==> config.mk <==
export PLATFORM = sky130hd
export DESIGN_NAME = acs_sequencer
export DESIGN_NICKNAME = d
export VERILOG_FILES = /design/src/acs_pkg.sv /design/src/acs_tick.sv /design/src/acs_cmd_rx.sv /design/src/acs_sequencer.sv
export SDC_FILE = /design/constraint.sdc
export NUM_CORES = 1
export LEC_CHECK = 0
export BUFFER_PORTS_ARGS = -buffer_cell sky130_fd_sc_hd__clkbuf_2
export CORE_MARGIN = 2
export CORE_UTILIZATION = 43
export DETAILED_ROUTE_END_ITERATION = 6
export GPL_ROUTABILITY_DRIVEN = 0
export PLACE_DENSITY = 0.65
export REMOVE_ABC_BUFFERS = 1
export SLEW_MARGIN = 15
export SYNTH_ARGS = -nofsm -noshare
export SYNTH_HDL_FRONTEND = slang
export SYNTH_SLANG_ARGS = --single-unit
==> constraint.sdc <==
create_clock -name mclk -period 6.4 [get_ports mclk]
set_input_delay 1.28 -clock mclk [delete_from_list [all_inputs] [get_ports mclk]]
set_output_delay 1.28 -clock mclk [all_outputs]
set_load 0.1 [all_outputs]
==> src/acs_pkg.sv <==
// constants, field layout and state type shared by the conversion sequencer
package acs_pkg;

   // clock and time base
   localparam int ACS_CLK_NS   = 50;                        // mclk period, 20 MHz
   localparam int ACS_TICK_NS  = 1000;                      // sequencing time unit, 1 us
   localparam int ACS_TICK_CYC = ACS_TICK_NS / ACS_CLK_NS;  // mclk cycles per tick

   // widths
   localparam int ACS_AW = 8;                               // register address width
   localparam int ACS_DW = 32;                              // register data width
   localparam int ACS_CW = 23;                              // tick counter width

   // register byte offsets
   localparam logic [7:0] ACS_OFF_MODE_REGISTER_0  = 8'h00;           // mode_register_0
   localparam logic [7:0] ACS_OFF_DELAY  = 8'h04;           // start delay in us
   localparam logic [7:0] ACS_OFF_STATUS = 8'h08;           // sticky events, write one to clear
   localparam logic [7:0] ACS_OFF_MASK   = 8'h0C;           // interrupt enables
   localparam logic [7:0] ACS_OFF_STATE  = 8'h10;           // live sequencer state

   // mode_register_0 layout
   localparam int ACS_FLT_LSB   = 0;                        // filter type, 3 bits
   localparam int ACS_FLT_W     = 3;
   localparam int ACS_CONV_BIT  = 4;                        // conversion_mode_bit, 1 = single
   localparam int ACS_CHOP_BIT  = 5;                        // chop mode
   localparam int ACS_ACX_BIT   = 6;                        // ac-excitation mode
   localparam int ACS_CRC_BIT   = 7;                        // crc checking on frames
   localparam int ACS_DR_LSB    = 8;                        // data_rate_field, 5 bits
   localparam int ACS_DR_W      = 5;
   localparam int ACS_MODE_REGISTER_0_W   = 13;                       // implemented bits
   localparam logic [12:0] ACS_MODE_REGISTER_0_RST = 13'h0000;       // mode_register_0 after reset

   // filter codes: 0..4 are sinc1..sinc5, 5 and up are fir
   localparam logic [2:0] ACS_FLT_SINC1 = 3'h0;
   localparam logic [2:0] ACS_FLT_FIR   = 3'h5;

   // timing in us
   localparam int ACS_START_DELAY_US = 50;                  // default start-conversion delay
   localparam logic [ACS_CW-1:0] ACS_DELAY_RST = 23'(ACS_START_DELAY_US);
   localparam logic [ACS_CW-1:0] ACS_OVH_US    = 23'h00015E; // data processing overhead

   // status bits
   localparam int ACS_ST_W      = 3;
   localparam int ACS_ST_RESULT = 0;                        // result became ready
   localparam int ACS_ST_START  = 1;                        // start accepted
   localparam int ACS_ST_STOP   = 2;                        // stop accepted

   // serial commands and frame lengths
   localparam logic [7:0] ACS_CMD_START = 8'h08;            // opcode, arbitrary
   localparam logic [7:0] ACS_CMD_STOP  = 8'h0A;            // opcode, arbitrary
   localparam logic [5:0] ACS_FRAME_PLAIN = 6'h10;          // falling edges, crc off
   localparam logic [5:0] ACS_FRAME_CRC   = 6'h20;          // falling edges, crc on
   localparam logic [5:0] ACS_OP_BITS     = 6'h08;          // opcode is the first byte

   // output data period in us per data_rate_field code
   localparam int ACS_DR_CODES = 17;
   localparam logic [ACS_CW-1:0] ACS_PERIOD_US [0:ACS_DR_CODES-1] = '{
      23'h061A80, 23'h030D40, 23'h0186A0, 23'h00EB51, 23'h00C350, 23'h004E20,
      23'h00411B, 23'h002710, 23'h0009C4, 23'h000341, 23'h0001A1, 23'h0000D0,
      23'h00008B, 23'h000045, 23'h000034, 23'h000027, 23'h000019};

   // sequencer states, gray along idle -> delay -> convert
   typedef enum logic [1:0] {
      ACS_IDLE = 2'h0,
      ACS_DLY  = 2'h1,
      ACS_CONV = 2'h3
   } acs_state_t;

endpackage

==> src/acs_tick.sv <==
// microsecond tick divider, restartable so a trigger aligns the time base
module acs_tick #(
   parameter int TICK_CYC = acs_pkg::ACS_TICK_CYC
) (
   input  wire logic mclk,
   input  wire logic sys_rst,
   input  wire logic clr,
   output logic      tick
);
   import acs_pkg::*;

   logic [15:0] div_q;   // cycles since last tick

   // count mclk cycles, pulse once per tick period
   always_ff @(posedge mclk) begin
      if (sys_rst || clr) begin
         div_q <= 16'h0000;
         tick  <= 1'b0;
      end else if (div_q == 16'(TICK_CYC - 1)) begin
         div_q <= 16'h0000;
         tick  <= 1'b1;
      end else begin
         div_q <= div_q + 16'h0001;
         tick  <= 1'b0;
      end
   end

endmodule

==> src/acs_cmd_rx.sv <==
// serial command receiver: samples the link pins on mclk and decodes start and stop
module acs_cmd_rx (
   input  wire logic mclk,
   input  wire logic sys_rst,
   input  wire logic sclk,
   input  wire logic cs_n,
   input  wire logic sdi,
   input  wire logic crc_en,
   output logic      start_cmd,
   output logic      stop_cmd
);
   import acs_pkg::*;

   logic [2:0] s1_q;      // first stage, read only by s2_q
   logic [2:0] s2_q;      // synchronised sclk, cs_n, sdi
   logic       sclk3_q;   // delayed sclk for edge finding
   logic [5:0] edges_q;   // falling edges in this frame
   logic [7:0] shift_q;   // opcode shifter
   logic       fall;      // falling sclk edge seen
   logic [5:0] edges_d;   // edge count after this edge

   // two flops on every link pin
   genvar gi;
   generate
      for (gi = 0; gi < 3; gi++) begin : g_sync
         always_ff @(posedge mclk) begin
            if (sys_rst) begin
               s1_q[gi] <= 1'b1;
               s2_q[gi] <= 1'b1;
            end else begin
               s1_q[gi] <= (gi == 0) ? sclk : (gi == 1) ? cs_n : sdi;
               s2_q[gi] <= s1_q[gi];
            end
         end
      end
   endgenerate

   assign fall    = sclk3_q & ~s2_q[0];
   assign edges_d = edges_q + 6'h01;

   // count edges, capture opcode, act on the closing edge of the frame
   always_ff @(posedge mclk) begin
      if (sys_rst) begin
         sclk3_q   <= 1'b1;
         edges_q   <= 6'h00;
         shift_q   <= 8'h00;
         start_cmd <= 1'b0;
         stop_cmd  <= 1'b0;
      end else begin
         sclk3_q   <= s2_q[0];
         start_cmd <= 1'b0;
         stop_cmd  <= 1'b0;
         if (s2_q[1]) begin
            // deselected: frame aborts, a partial frame does nothing
            edges_q <= 6'h00;
         end else if (fall) begin
            edges_q <= edges_d;
            if (edges_d <= ACS_OP_BITS) begin
               shift_q <= {shift_q[6:0], s2_q[2]};
            end
            // command takes effect on edge 16, or 32 with crc on
            if (edges_d == (crc_en ? ACS_FRAME_CRC : ACS_FRAME_PLAIN)) begin
               start_cmd <= (shift_q == ACS_CMD_START);
               stop_cmd  <= (shift_q == ACS_CMD_STOP);
            end
         end
      end
   end

endmodule

==> src/acs_sequencer.sv <==
// conversion sequencer top: start pin, commands, modes, latency and result ready
//
// Operation
// host keeps start pin low using commands
// commands act on 16th or 32nd falling edge
// bit 4 of mode register selects single
// continuous: start begins endless conversions
// ready high at initiation, low at result
// continuous stop: finish current, then halt
// new start abandons conversion, restarts fresh
// single: one conversion per start, then halt
// single: stop does not abort conversion
// fir and sinc1 settle in one cycle
// first latency includes delay and overhead
// continuous: later results one data period apart
// chop/acx: first doubled, then normal latency
// data rate and filter from mode register
// programmable start delay, default 50 us
// start/stop commands act like pin edges
//
// Local design decisions: the register addresses and strobed register access.
module acs_sequencer #(
   parameter int TICK_CYC = acs_pkg::ACS_TICK_CYC
) (
   input  wire logic                       mclk,
   input  wire logic                       sys_rst,
   input  wire logic                       start_pin,
   input  wire logic                       sclk,
   input  wire logic                       cs_n,
   input  wire logic                       sdi,
   input  wire logic [acs_pkg::ACS_AW-1:0] reg_addr,
   input  wire logic [acs_pkg::ACS_DW-1:0] reg_wdata,
   input  wire logic                       reg_wr,
   input  wire logic                       reg_rd,
   output logic      [acs_pkg::ACS_DW-1:0] reg_rdata,
   output logic                            result_ready_n,
   output logic                            result_strobe,
   output logic                            irq
);
   import acs_pkg::*;

   // registers
   logic [ACS_MODE_REGISTER_0_W-1:0] mode_register_0_q;    // mode_register_0
   logic [ACS_CW-1:0]      delay_q;    // start delay in us
   logic [ACS_ST_W-1:0]    status_q;   // sticky events
   logic [ACS_ST_W-1:0]    mask_q;     // interrupt enables

   // sequencer state
   acs_state_t             state_q;    // idle, delay or convert
   logic [ACS_CW-1:0]      cnt_q;      // ticks left in this phase
   logic                   run_q;      // continuous stream wanted
   logic                   first_q;    // next conversion is the first
   logic                   pin1_q;     // start pin first stage
   logic                   pin2_q;     // start pin synchronised
   logic                   pin3_q;     // start pin delayed

   // decoded controls
   logic                   single;     // single-shot operation
   logic                   chop;       // chop or ac-excitation
   logic                   crc_en;     // frames carry crc
   logic [ACS_FLT_W-1:0]   flt;        // filter type
   logic [ACS_DR_W-1:0]    dr;         // data rate code
   logic [ACS_CW-1:0]      period;     // one output data period
   logic [2:0]             settle;     // periods to settle
   logic [ACS_CW-1:0]      base;       // settle time plus overhead
   logic [ACS_CW-1:0]      lat;        // normal latency with delay
   logic                   start_cmd;  // start command accepted
   logic                   stop_cmd;   // stop command accepted
   logic                   trig;       // start event
   logic                   stop_ev;    // stop event
   logic                   tick;       // 1 us time base
   logic                   phase_end;  // current phase has run out
   logic                   res_done;   // conversion result ready now
   logic                   go_on;      // another conversion follows
   logic                   wr_status;  // write to status register
   logic [ACS_ST_W-1:0]    ev_set;     // events this cycle

   // mode_register_0 fields
   assign single = mode_register_0_q[ACS_CONV_BIT];
   assign chop   = mode_register_0_q[ACS_CHOP_BIT] | mode_register_0_q[ACS_ACX_BIT];
   assign crc_en = mode_register_0_q[ACS_CRC_BIT];
   assign flt    = mode_register_0_q[ACS_FLT_LSB +: ACS_FLT_W];
   assign dr     = mode_register_0_q[ACS_DR_LSB +: ACS_DR_W];

   // unused rate codes fall back on the fastest rate
   assign period = (32'(dr) < ACS_DR_CODES) ? ACS_PERIOD_US[dr]
                                            : ACS_PERIOD_US[ACS_DR_CODES-1];

   // fir and sinc1 settle within one period, sincN needs N
   assign settle = (flt >= ACS_FLT_FIR) ? 3'h1 : flt + 3'h1;
   assign base   = ACS_CW'(settle * period) + ACS_OVH_US;
   assign lat    = delay_q + base;

   // start pin comes from outside: two flops before use
   always_ff @(posedge mclk) begin
      if (sys_rst) begin
         pin1_q <= 1'b0;
         pin2_q <= 1'b0;
         pin3_q <= 1'b0;
      end else begin
         pin1_q <= start_pin;
         pin2_q <= pin1_q;
         pin3_q <= pin2_q;
      end
   end

   // serial command path
   acs_cmd_rx u_rx (
      .mclk      (mclk),
      .sys_rst   (sys_rst),
      .sclk      (sclk),
      .cs_n      (cs_n),
      .sdi       (sdi),
      .crc_en    (crc_en),
      .start_cmd (start_cmd),
      .stop_cmd  (stop_cmd)
   );

   // pin and commands merge; the host keeps the pin low when commanding
   assign trig    = (pin2_q & ~pin3_q) | start_cmd;
   assign stop_ev = (~pin2_q & pin3_q) | stop_cmd;

   // time base restarts on a trigger so phases are whole ticks
   acs_tick #(
      .TICK_CYC (TICK_CYC)
   ) u_tick (
      .mclk    (mclk),
      .sys_rst (sys_rst),
      .clr     (trig),
      .tick    (tick)
   );

   assign phase_end = (cnt_q == {ACS_CW{1'b0}});
   assign res_done  = (state_q == ACS_CONV) && phase_end && !trig;
   // single shot never continues; continuous continues until stopped
   assign go_on     = !single && run_q && !stop_ev;

   // stream request: start sets, stop clears
   always_ff @(posedge mclk) begin
      if (sys_rst) begin
         run_q <= 1'b0;
      end else if (trig) begin
         run_q <= 1'b1;
      end else if (stop_ev) begin
         run_q <= 1'b0;
      end
   end

   // phase sequencing; a trigger abandons whatever runs
   always_ff @(posedge mclk) begin
      if (sys_rst) begin
         state_q <= ACS_IDLE;
         cnt_q   <= {ACS_CW{1'b0}};
         first_q <= 1'b0;
      end else if (trig) begin
         // fresh start: delay first
         state_q <= ACS_DLY;
         cnt_q   <= delay_q;
         first_q <= 1'b1;
      end else begin
         unique case (state_q)
            ACS_IDLE: begin
               cnt_q <= {ACS_CW{1'b0}};
            end
            ACS_DLY: begin
               if (phase_end) begin
                  state_q <= ACS_CONV;
                  // chop doubles the first result's latency
                  cnt_q   <= (first_q && chop) ? base + lat : base;
               end else if (tick) begin
                  cnt_q <= cnt_q - 23'h000001;
               end
            end
            ACS_CONV: begin
               // stop lets the running conversion finish
               if (phase_end) begin
                  first_q <= 1'b0;
                  if (!go_on) begin
                     state_q <= ACS_IDLE;
                  end else if (chop) begin
                     // chop: later results one normal latency apart
                     state_q <= ACS_DLY;
                     cnt_q   <= delay_q;
                  end else begin
                     cnt_q <= period;
                  end
               end else if (tick) begin
                  cnt_q <= cnt_q - 23'h000001;
               end
            end
            default: begin
               state_q <= ACS_IDLE;
               cnt_q   <= {ACS_CW{1'b0}};
            end
         endcase
      end
   end

   // ready output: high at initiation, low with the result
   always_ff @(posedge mclk) begin
      if (sys_rst) begin
         result_ready_n <= 1'b0;
         result_strobe  <= 1'b0;
      end else begin
         result_strobe <= res_done;
         if (trig) begin
            result_ready_n <= 1'b1;
         end else if (res_done) begin
            result_ready_n <= 1'b0;
         end else if (state_q == ACS_CONV && cnt_q == 23'h000001 && tick) begin
            // streaming: mark the next conversion in progress one mclk cycle before its result
            result_ready_n <= 1'b1;
         end
      end
   end

   // register writes; mode changes take effect on the next phase load
   always_ff @(posedge mclk) begin
      if (sys_rst) begin
         mode_register_0_q <= ACS_MODE_REGISTER_0_RST;
         delay_q <= ACS_DELAY_RST;
         mask_q  <= {ACS_ST_W{1'b0}};
      end else if (reg_wr) begin
         if (reg_addr == ACS_OFF_MODE_REGISTER_0) begin
            mode_register_0_q <= reg_wdata[ACS_MODE_REGISTER_0_W-1:0];
         end
         if (reg_addr == ACS_OFF_DELAY) begin
            delay_q <= reg_wdata[ACS_CW-1:0];
         end
         if (reg_addr == ACS_OFF_MASK) begin
            mask_q <= reg_wdata[ACS_ST_W-1:0];
         end
      end
   end

   // sticky events; a new event beats a same-cycle clear
   assign wr_status = reg_wr && (reg_addr == ACS_OFF_STATUS);
   assign ev_set    = {stop_ev, trig, res_done};

   always_ff @(posedge mclk) begin
      if (sys_rst) begin
         status_q <= {ACS_ST_W{1'b0}};
      end else begin
         status_q <= (status_q & ~(wr_status ? reg_wdata[ACS_ST_W-1:0] : {ACS_ST_W{1'b0}}))
                     | ev_set;
      end
   end

   // level interrupt from a flop, one cycle behind the status
   always_ff @(posedge mclk) begin
      if (sys_rst) begin
         irq <= 1'b0;
      end else begin
         irq <= |(status_q & mask_q);
      end
   end

   // read data valid the cycle after the strobe; unmapped reads zero
   always_ff @(posedge mclk) begin
      if (sys_rst) begin
         reg_rdata <= {ACS_DW{1'b0}};
      end else if (reg_rd) begin
         unique case (reg_addr)
            ACS_OFF_MODE_REGISTER_0:  reg_rdata <= ACS_DW'(mode_register_0_q);
            ACS_OFF_DELAY:  reg_rdata <= ACS_DW'(delay_q);
            ACS_OFF_STATUS: reg_rdata <= ACS_DW'(status_q);
            ACS_OFF_MASK:   reg_rdata <= ACS_DW'(mask_q);
            ACS_OFF_STATE:  reg_rdata <= ACS_DW'({first_q, run_q, state_q});
            default:        reg_rdata <= {ACS_DW{1'b0}};
         endcase
      end else begin
         reg_rdata <= {ACS_DW{1'b0}};
      end
   end

   // checks on the sequencing
   AST_TRIG_READY_HIGH: assert property (@(posedge mclk) disable iff (sys_rst)
      trig |=> result_ready_n && state_q == ACS_DLY)
      else $error("ready not raised on start");

   AST_RESULT_READY_LOW: assert property (@(posedge mclk) disable iff (sys_rst)
      res_done |=> !result_ready_n && result_strobe && status_q[ACS_ST_RESULT])
      else $error("ready not lowered at result");

   AST_DELAY_LOADED: assert property (@(posedge mclk) disable iff (sys_rst)
      trig |=> cnt_q == $past(delay_q))
      else $error("start delay not loaded");

   AST_SINGLE_HALTS: assert property (@(posedge mclk) disable iff (sys_rst)
      res_done && single |=> state_q == ACS_IDLE)
      else $error("single shot did not halt");

   AST_STOP_FINISHES: assert property (@(posedge mclk) disable iff (sys_rst)
      stop_ev && !trig && state_q == ACS_CONV && !phase_end |=> state_q == ACS_CONV)
      else $error("stop aborted a conversion");

   AST_CONT_PERIOD: assert property (@(posedge mclk) disable iff (sys_rst)
      res_done && go_on && !chop |=> state_q == ACS_CONV && cnt_q == $past(period))
      else $error("continuous spacing wrong");

   AST_CHOP_FIRST: assert property (@(posedge mclk) disable iff (sys_rst)
      state_q == ACS_DLY && phase_end && !trig && first_q && chop
      |=> cnt_q == $past(base) + $past(lat))
      else $error("chop first latency not doubled");

   AST_STOP_CLEARS_RUN: assert property (@(posedge mclk) disable iff (sys_rst)
      stop_ev && !trig |=> !run_q ##1 (state_q != ACS_CONV || !phase_end || !go_on))
      else $error("stop did not end the stream");

   AST_ONE_CYCLE_SETTLE: assert property (@(posedge mclk) disable iff (sys_rst)
      flt == ACS_FLT_SINC1 || flt >= ACS_FLT_FIR |-> base == period + ACS_OVH_US)
      else $error("single-cycle filter latency wrong");

endmodule

# --- Word level (Yosys, flattened, before mapping) ---
# Memory sizes are Yosys's and may differ from the RTL's.
# Cells that the tools add are included.
word_totals:
  ff_bits: 147
  n_memories: 1
  out_inout_bits: 35
  rom_bits: 736
classes:
  n_eq_ne: 19
  bitwise: 19
  add_sub_neg: 7
  magnitude_cmp: 4
  mul: 1
  muxes: 30
  reduce_logical: 32
memory_table:
  columns: ["memory", "words", "word_bits", "read_ports", "rd_clocked_by_memory_dff", "wr", "line_no", "rtl"]
  rows:
  - ["(name not given)", 32, 23, 1, 0, 0, "acs_sequencer.sv:86", "assign period = (32'(dr) < ACS_DR_CODES) ? ACS_PERIOD_US[dr]"]
ops:
  columns: ["cell", "count"]
  rows:
  - ["$mux W23", 10]
  - ["$pmux W23 S5", 1]
  - ["$add A23 B23 Y23", 2]
  - ["$pmux W23 S2", 1]
  - ["$eq A8 B4 Y1 const B", 4]
  - ["$add A23 B9 Y23 const B", 1]
  - ["$eq A23 B1 Y1 const B", 1]
  - ["$logic_not A23 Y1", 1]
  - ["$mul A3 B23 Y23", 1]
  - ["$sub A23 B1 Y23 const B", 1]
  - ["$add A16 B1 Y16 const B", 1]
  - ["$eq A16 B5 Y1 const B", 1]
  - ["$mux W1", 10]
  - ["$ne A3 B3 Y1 const B", 3]
  - ["$eq A8 B3 Y1 const B", 1]
  - ["$eq A8 B5 Y1 const B", 1]
  - ["$logic_and A1 B1 Y1", 8]
  - ["$logic_not A8 Y1", 1]
  - ["$mux W2", 4]
  - ["$ne A4 B4 Y1 const B", 2]
  - ["$not A1 Y1", 8]
  - ["$reduce_and A2 Y1", 4]
  - ["$reduce_and A4 Y1", 2]
  - ["$reduce_or A2 Y1", 4]
  - ["other kinds (27)", 39]

# --- Logic depth before layout (Yosys ltp) ---
logic_depth:
  depth_word: 13
  mapped_depth: 32
  mapped_depth_nobuf: 30

# --- Cells and area by module ---
# From an unflattened synthesis, not the netlist that was laid out.
unflattened:
  hier_cells: 1294
  area_unflattened_um2: 9970.8
modules_own_cells:
  columns: ["module", "instances", "area_each_um2", "cells_per_inst", "seq_area_each_um2"]
  rows:
  - ["acs_sequencer", 1, 8251.7, 1115, 1961.9]
  - ["acs_cmd_rx", 1, 955.9, 95, 460.4]
  - ["acs_tick", 1, 763.2, 84, 340.3]

# --- Least setup slack after synthesis ---
# OpenSTA, ideal clock, no wires.
synth_timing:
  path_kind: "register -> register"
  startpoint: "register mode_register_0_q[9]"
  endpoint: "register cnt_q[20]"
  path_slack_ns: 0.251
  stages_incl_launch_ff: 33
  t_arrival_ns: 6.079
  path_cell_list: "dfxtp_1 -> clkbuf_1 -> inv_1 -> ha_1 -> nand2b_1 -> o21ai_0 -> nor2_1 -> a311oi_1 -> nand2b_1 -> ha_1 -> fa_1 -> inv_1 -> ha_1 -> inv_1 -> fa_1 -> nor2b_1 -> o21ai_0 -> a21oi_1 -> o21ai_0 -> a21boi_0 -> mux2i_1 -> nand3_1 -> ha_1 -> clkbuf_1 -> a21oi_1 -> o21ai_0 -> a21oi_1 -> o221ai_1 -> o21ai_0 -> mux2_2 -> a21oi_1 -> o21ai_0 -> a21oi_1"
synth_via:
  elab_chain_len: 13
  elab_cells_between_ends: 17
  cone_classes: "add/sub (3); mul (1); order compare (1); mux (10); bitwise (1); memory (1)"
synth_lines:
  columns: ["item", "line_no", "rtl"]
  rows:
  - ["start: declaration", "acs_sequencer.sv:43", "logic [ACS_MODE_REGISTER_0_W-1:0] mode_register_0_q;"]
  - ["start signal: assignment", "acs_sequencer.sv:225", "mode_register_0_q <= reg_wdata[ACS_MODE_REGISTER_0_W-1:0];"]
  - ["$not A5 Y6 (not written as such)", "acs_sequencer.sv:86", null]
  - ["$mem_v2 Z32 W23", null, null]
  - ["$mux W23 (not written as such) (2 in series)", "acs_sequencer.sv:86", null]
  - ["$mux W23 *", "acs_sequencer.sv:86", null]
  - ["$mul A3 B23 Y23", "acs_sequencer.sv:91", "assign base = ACS_CW'(settle * period) + ACS_OVH_US;"]
  - ["$add A23 B9 Y23", "acs_sequencer.sv:91", null]
  - ["$add A23 B23 Y23", "acs_sequencer.sv:92", "assign lat = delay_q + base;"]
  - ["$add A23 B23 Y23", "acs_sequencer.sv:169", "cnt_q <= (first_q && chop) ? base + lat : base;"]
  - ["$mux W23", "acs_sequencer.sv:169", null]
  - ["$mux W23", "acs_sequencer.sv:166", "if (phase_end) begin"]
  - ["$pmux W23 S2 *", "acs_sequencer.sv:161", "unique case (state_q)"]
  - ["$mux W23 *", "acs_sequencer.sv:155", "end else if (trig) begin"]
  - ["end signal: assignment", "acs_sequencer.sv:163", "cnt_q <= {ACS_CW{1'b0}};"]
  - ["end signal: assignment", "acs_sequencer.sv:169", null]
  - ["end signal: assignment", "acs_sequencer.sv:171", "cnt_q <= cnt_q - 23'h000001;"]
  - ["end: declaration", "acs_sequencer.sv:50", "logic [ACS_CW-1:0] cnt_q;"]
# Mark *: on every way between the ends. The rest lies on a longest branch, timed or not. The select of a mux whose other input is x is not followed.
# A chain may end at the register's enable or synchronous reset.

# --- Worst setup path after layout ---
layout_timing:
  startpoint: "register mode_register_0_q[8]"
  endpoint: "register cnt_q[20]"
# Same word-level chain as after synthesis.

==> results.tsv <==
metric	value	unit
status	complete, no violations	
gr-total-overflow	0	
min_path_cells	1	
vias_per_cell	5.829	
min_to	u_rx.s2_q[2]	
fin_skew	0.01521	ns
worst_pin_slew	1.162	ns
start_kind	flop	
drtAntennaViolNets	0	
drv_slew	0	
diodes	0	
final_hold_viol_count	0	
r2r-end	cnt_q[20]	
slew_headroom	22.22	%
synthCells	1298	
crit_slowest_cell	fa_1	
drt_iter0_drc	831	
core-area	0.02264	mm²
max_stage_delay	0.47	ns
dpl.hpwl	21.01	mm
wire_per_inst	17.39	µm
finalSetupViolations	0	
critical_path_required	6.76	ns
place.port_buffers	64	
timing.fmax	0.1653	GHz
synth-seq-area-share	27.87	%
r2r_cells	30	
synth.most_common_cell	nand2_1	
firstDrtPassIters	5	
holdCritPathClass	reg -> reg	
cp_common_cell	ha_1	
synth_flop_cell	dfxtp_1	
vias	9589	
reg2reg_slack	0.35	ns
nets	1489	
holdWs	0.4092	ns
synthesis.area	0.009913	mm²
clk_pin_slew	0.07	ns
synth_top_cell_by_area	dfxtp_1	
fin_crit	6.050	ns
rsz0062_at_grt	false	
synth_edf_count	0	
fin_tns_setup	0	ns
peakVddDrop	0.0001712	V
cts_setup_buffers	0	
leakage	4.774	nW
syn_to_final_growth	13.11	%
chipHeight	155.8	µm
initial_core_util	43.79	%
antenna_found_initial	0	
grt_pass1_vias	8692	
min_from	u_rx.s1_q[2]	
finalCritPeriodShare	94.53	%
route.detailed.drc	0	
synth_cell_types	75	
grt_max_degree	50	
avgSynthCellArea	7.637	µm²
num_rows	55	
power.density	198.4	mW/mm²
crit_arrival	6.41	ns
numClockSinks	138	
cts-root-buf	clkbuf_16	
maxCapViolCount	0	
cts_buffer_depth	2	
drive_gt1_share	12.21	%
r2r_start	mode_register_0_q[8]	
path_class	reg -> reg	
cp_max_fo	4	
dieArea	0.02428	mm²
routed_wl	28.60	mm
synth_top_area_share	27.87	%
cts_htree_levels	4	
synth-seq-cells	138	
ys_top_cells_by_count	nand2_1 (202), nor2_1 (146), dfxtp_1 (138)	
cts_tree	built	
grt_pass1_wl	45.26	mm
ys_warn_count	0	
ios	83	
cts_buffers	17	
critPathCaptureType	flop	
p_total	2.225	mW
track_usage	23.49	%
synth_area_leaders	dfxtp_1 (28%), ha_1 (9.5%), nand2_1 (7.6%)	
clk_latency	0.43	ns
die_width	155.8	µm
async_reset_ff_share	0	%
-- flip-flops by register name, summed over array words and instances (netlist names), 2 cells and up --
| signal | cells |
|---|---|
| cnt_q | 23 |
| delay_q | 23 |
| reg_rdata | 23 |
| u_tick.div_q | 16 |
| mode_register_0_q | 13 |
| u_rx.shift_q | 8 |
| u_rx.edges_q | 6 |
| mask_q | 3 |
| status_q | 3 |
| u_rx.s1_q | 3 |
| u_rx.s2_q | 3 |
| state_q | 2 |
-- cell families after synthesis --
| logic type | count (synthesis) | share of synthesized area (%) |
|---|---|---|
| and+or+nand+nor | 538 | 25.36 |
| AOI/OAI and AO/OA | 314 | 19.69 |
| DFF | 138 | 27.87 |
| buffers and inverters | 121 | 5.137 |
| adders and majority gates | 94 | 13.30 |
| xor gates and xnor gates | 71 | 6.412 |
| muxes | 21 | 2.196 |
| other | 1 | 0.03783 |
-- critical path, delay by kind of cell (launching register included) --
kind	cells	cell delay, ns
buffers and inverters	3	0.19
and+or+nand+nor	8	1.06
adders and majority gates	6	1.97
AOI/OAI and AO/OA	11	1.83
DFF	1	0.33
muxes	2	0.59
-- per-layer routing --
metal	share of wire, %	routed length [µm]	vias to the layer above	track usage, %
met3	6.6	1876	42	3.694
li1	-	-	4614	-
met2	45	12900	368	37.46
met4	1.9	542	0	6.772
met5	0	0	-	0
met1	46	13280	4565	32.90
-- layout make-up --
cell class | count | area [µm²]
inverter | 46 | 172.7
fill | 2210 | 11430
sequential | 138 | 2763
timing repair buffer | 97 | 568.0
clock inverter | 10 | 163.9
clock buffer | 22 | 484.2
multi-input combinational | 1047 | 6705
tap | 285 | 356.6
-- where the power goes --
part           internal, mW  switching, mW
sequential            0.871         0.0127
combinational        0.0721          0.182
clock                 0.694          0.392
total                  1.64          0.587
-- stage by stage --
step | area [µm²] | utilization [%] | worst slack [ns] | instances
after floorplan | 9607 | - | 0.3678 | 1231
after global placement | 10530 | 46.52 | 0.08485 | 1613
after detailed placement | 10530 | 46.52 | 0.01874 | 1613
after CTS | 11180 | 49.38 | 0.01814 | 1645
after global routing | 11210 | 49.53 | 0.01821 | 1645
final | 11210 | 49.53 | 0.3498 | 1645
-- worst max path at each step --
stage	cells after the start	to	slack (ns)	start
5_1_grt	31	cnt_q[20]	0.02	mode_register_0_q[8]
4_1_cts	28	cnt_q[22]	0.02	mode_register_0_q[8]
6_report	30	cnt_q[20]	0.35	mode_register_0_q[8]
2_1_floorplan	30	cnt_q[20]	0.37	mode_register_0_q[8]
3_5_place_dp	30	cnt_q[20]	0.02	mode_register_0_q[8]
3_3_place_gp	30	cnt_q[20]	0.08	mode_register_0_q[8]
-- layout by cell type (no fill, tap or decap), types with 33 or more instances in the layout --
cell,count
xor2_1,40
nand2_1,202
ha_1,75
nor2_1,146
a21oi_1,113
dfxtp_1,138
buf_4,33
o21ai_0,52
clkbuf_2,64
inv_1,45
-- timing repair --
item / in CTS / in global routing
hold endpoints to repair: 0 / 0
pin swaps: 0 / 1
resized for setup: 1 / 9
setup endpoints to repair: 1 / 6
hold buffers: 0 / 0
Power figures use the tool's default switching activity.
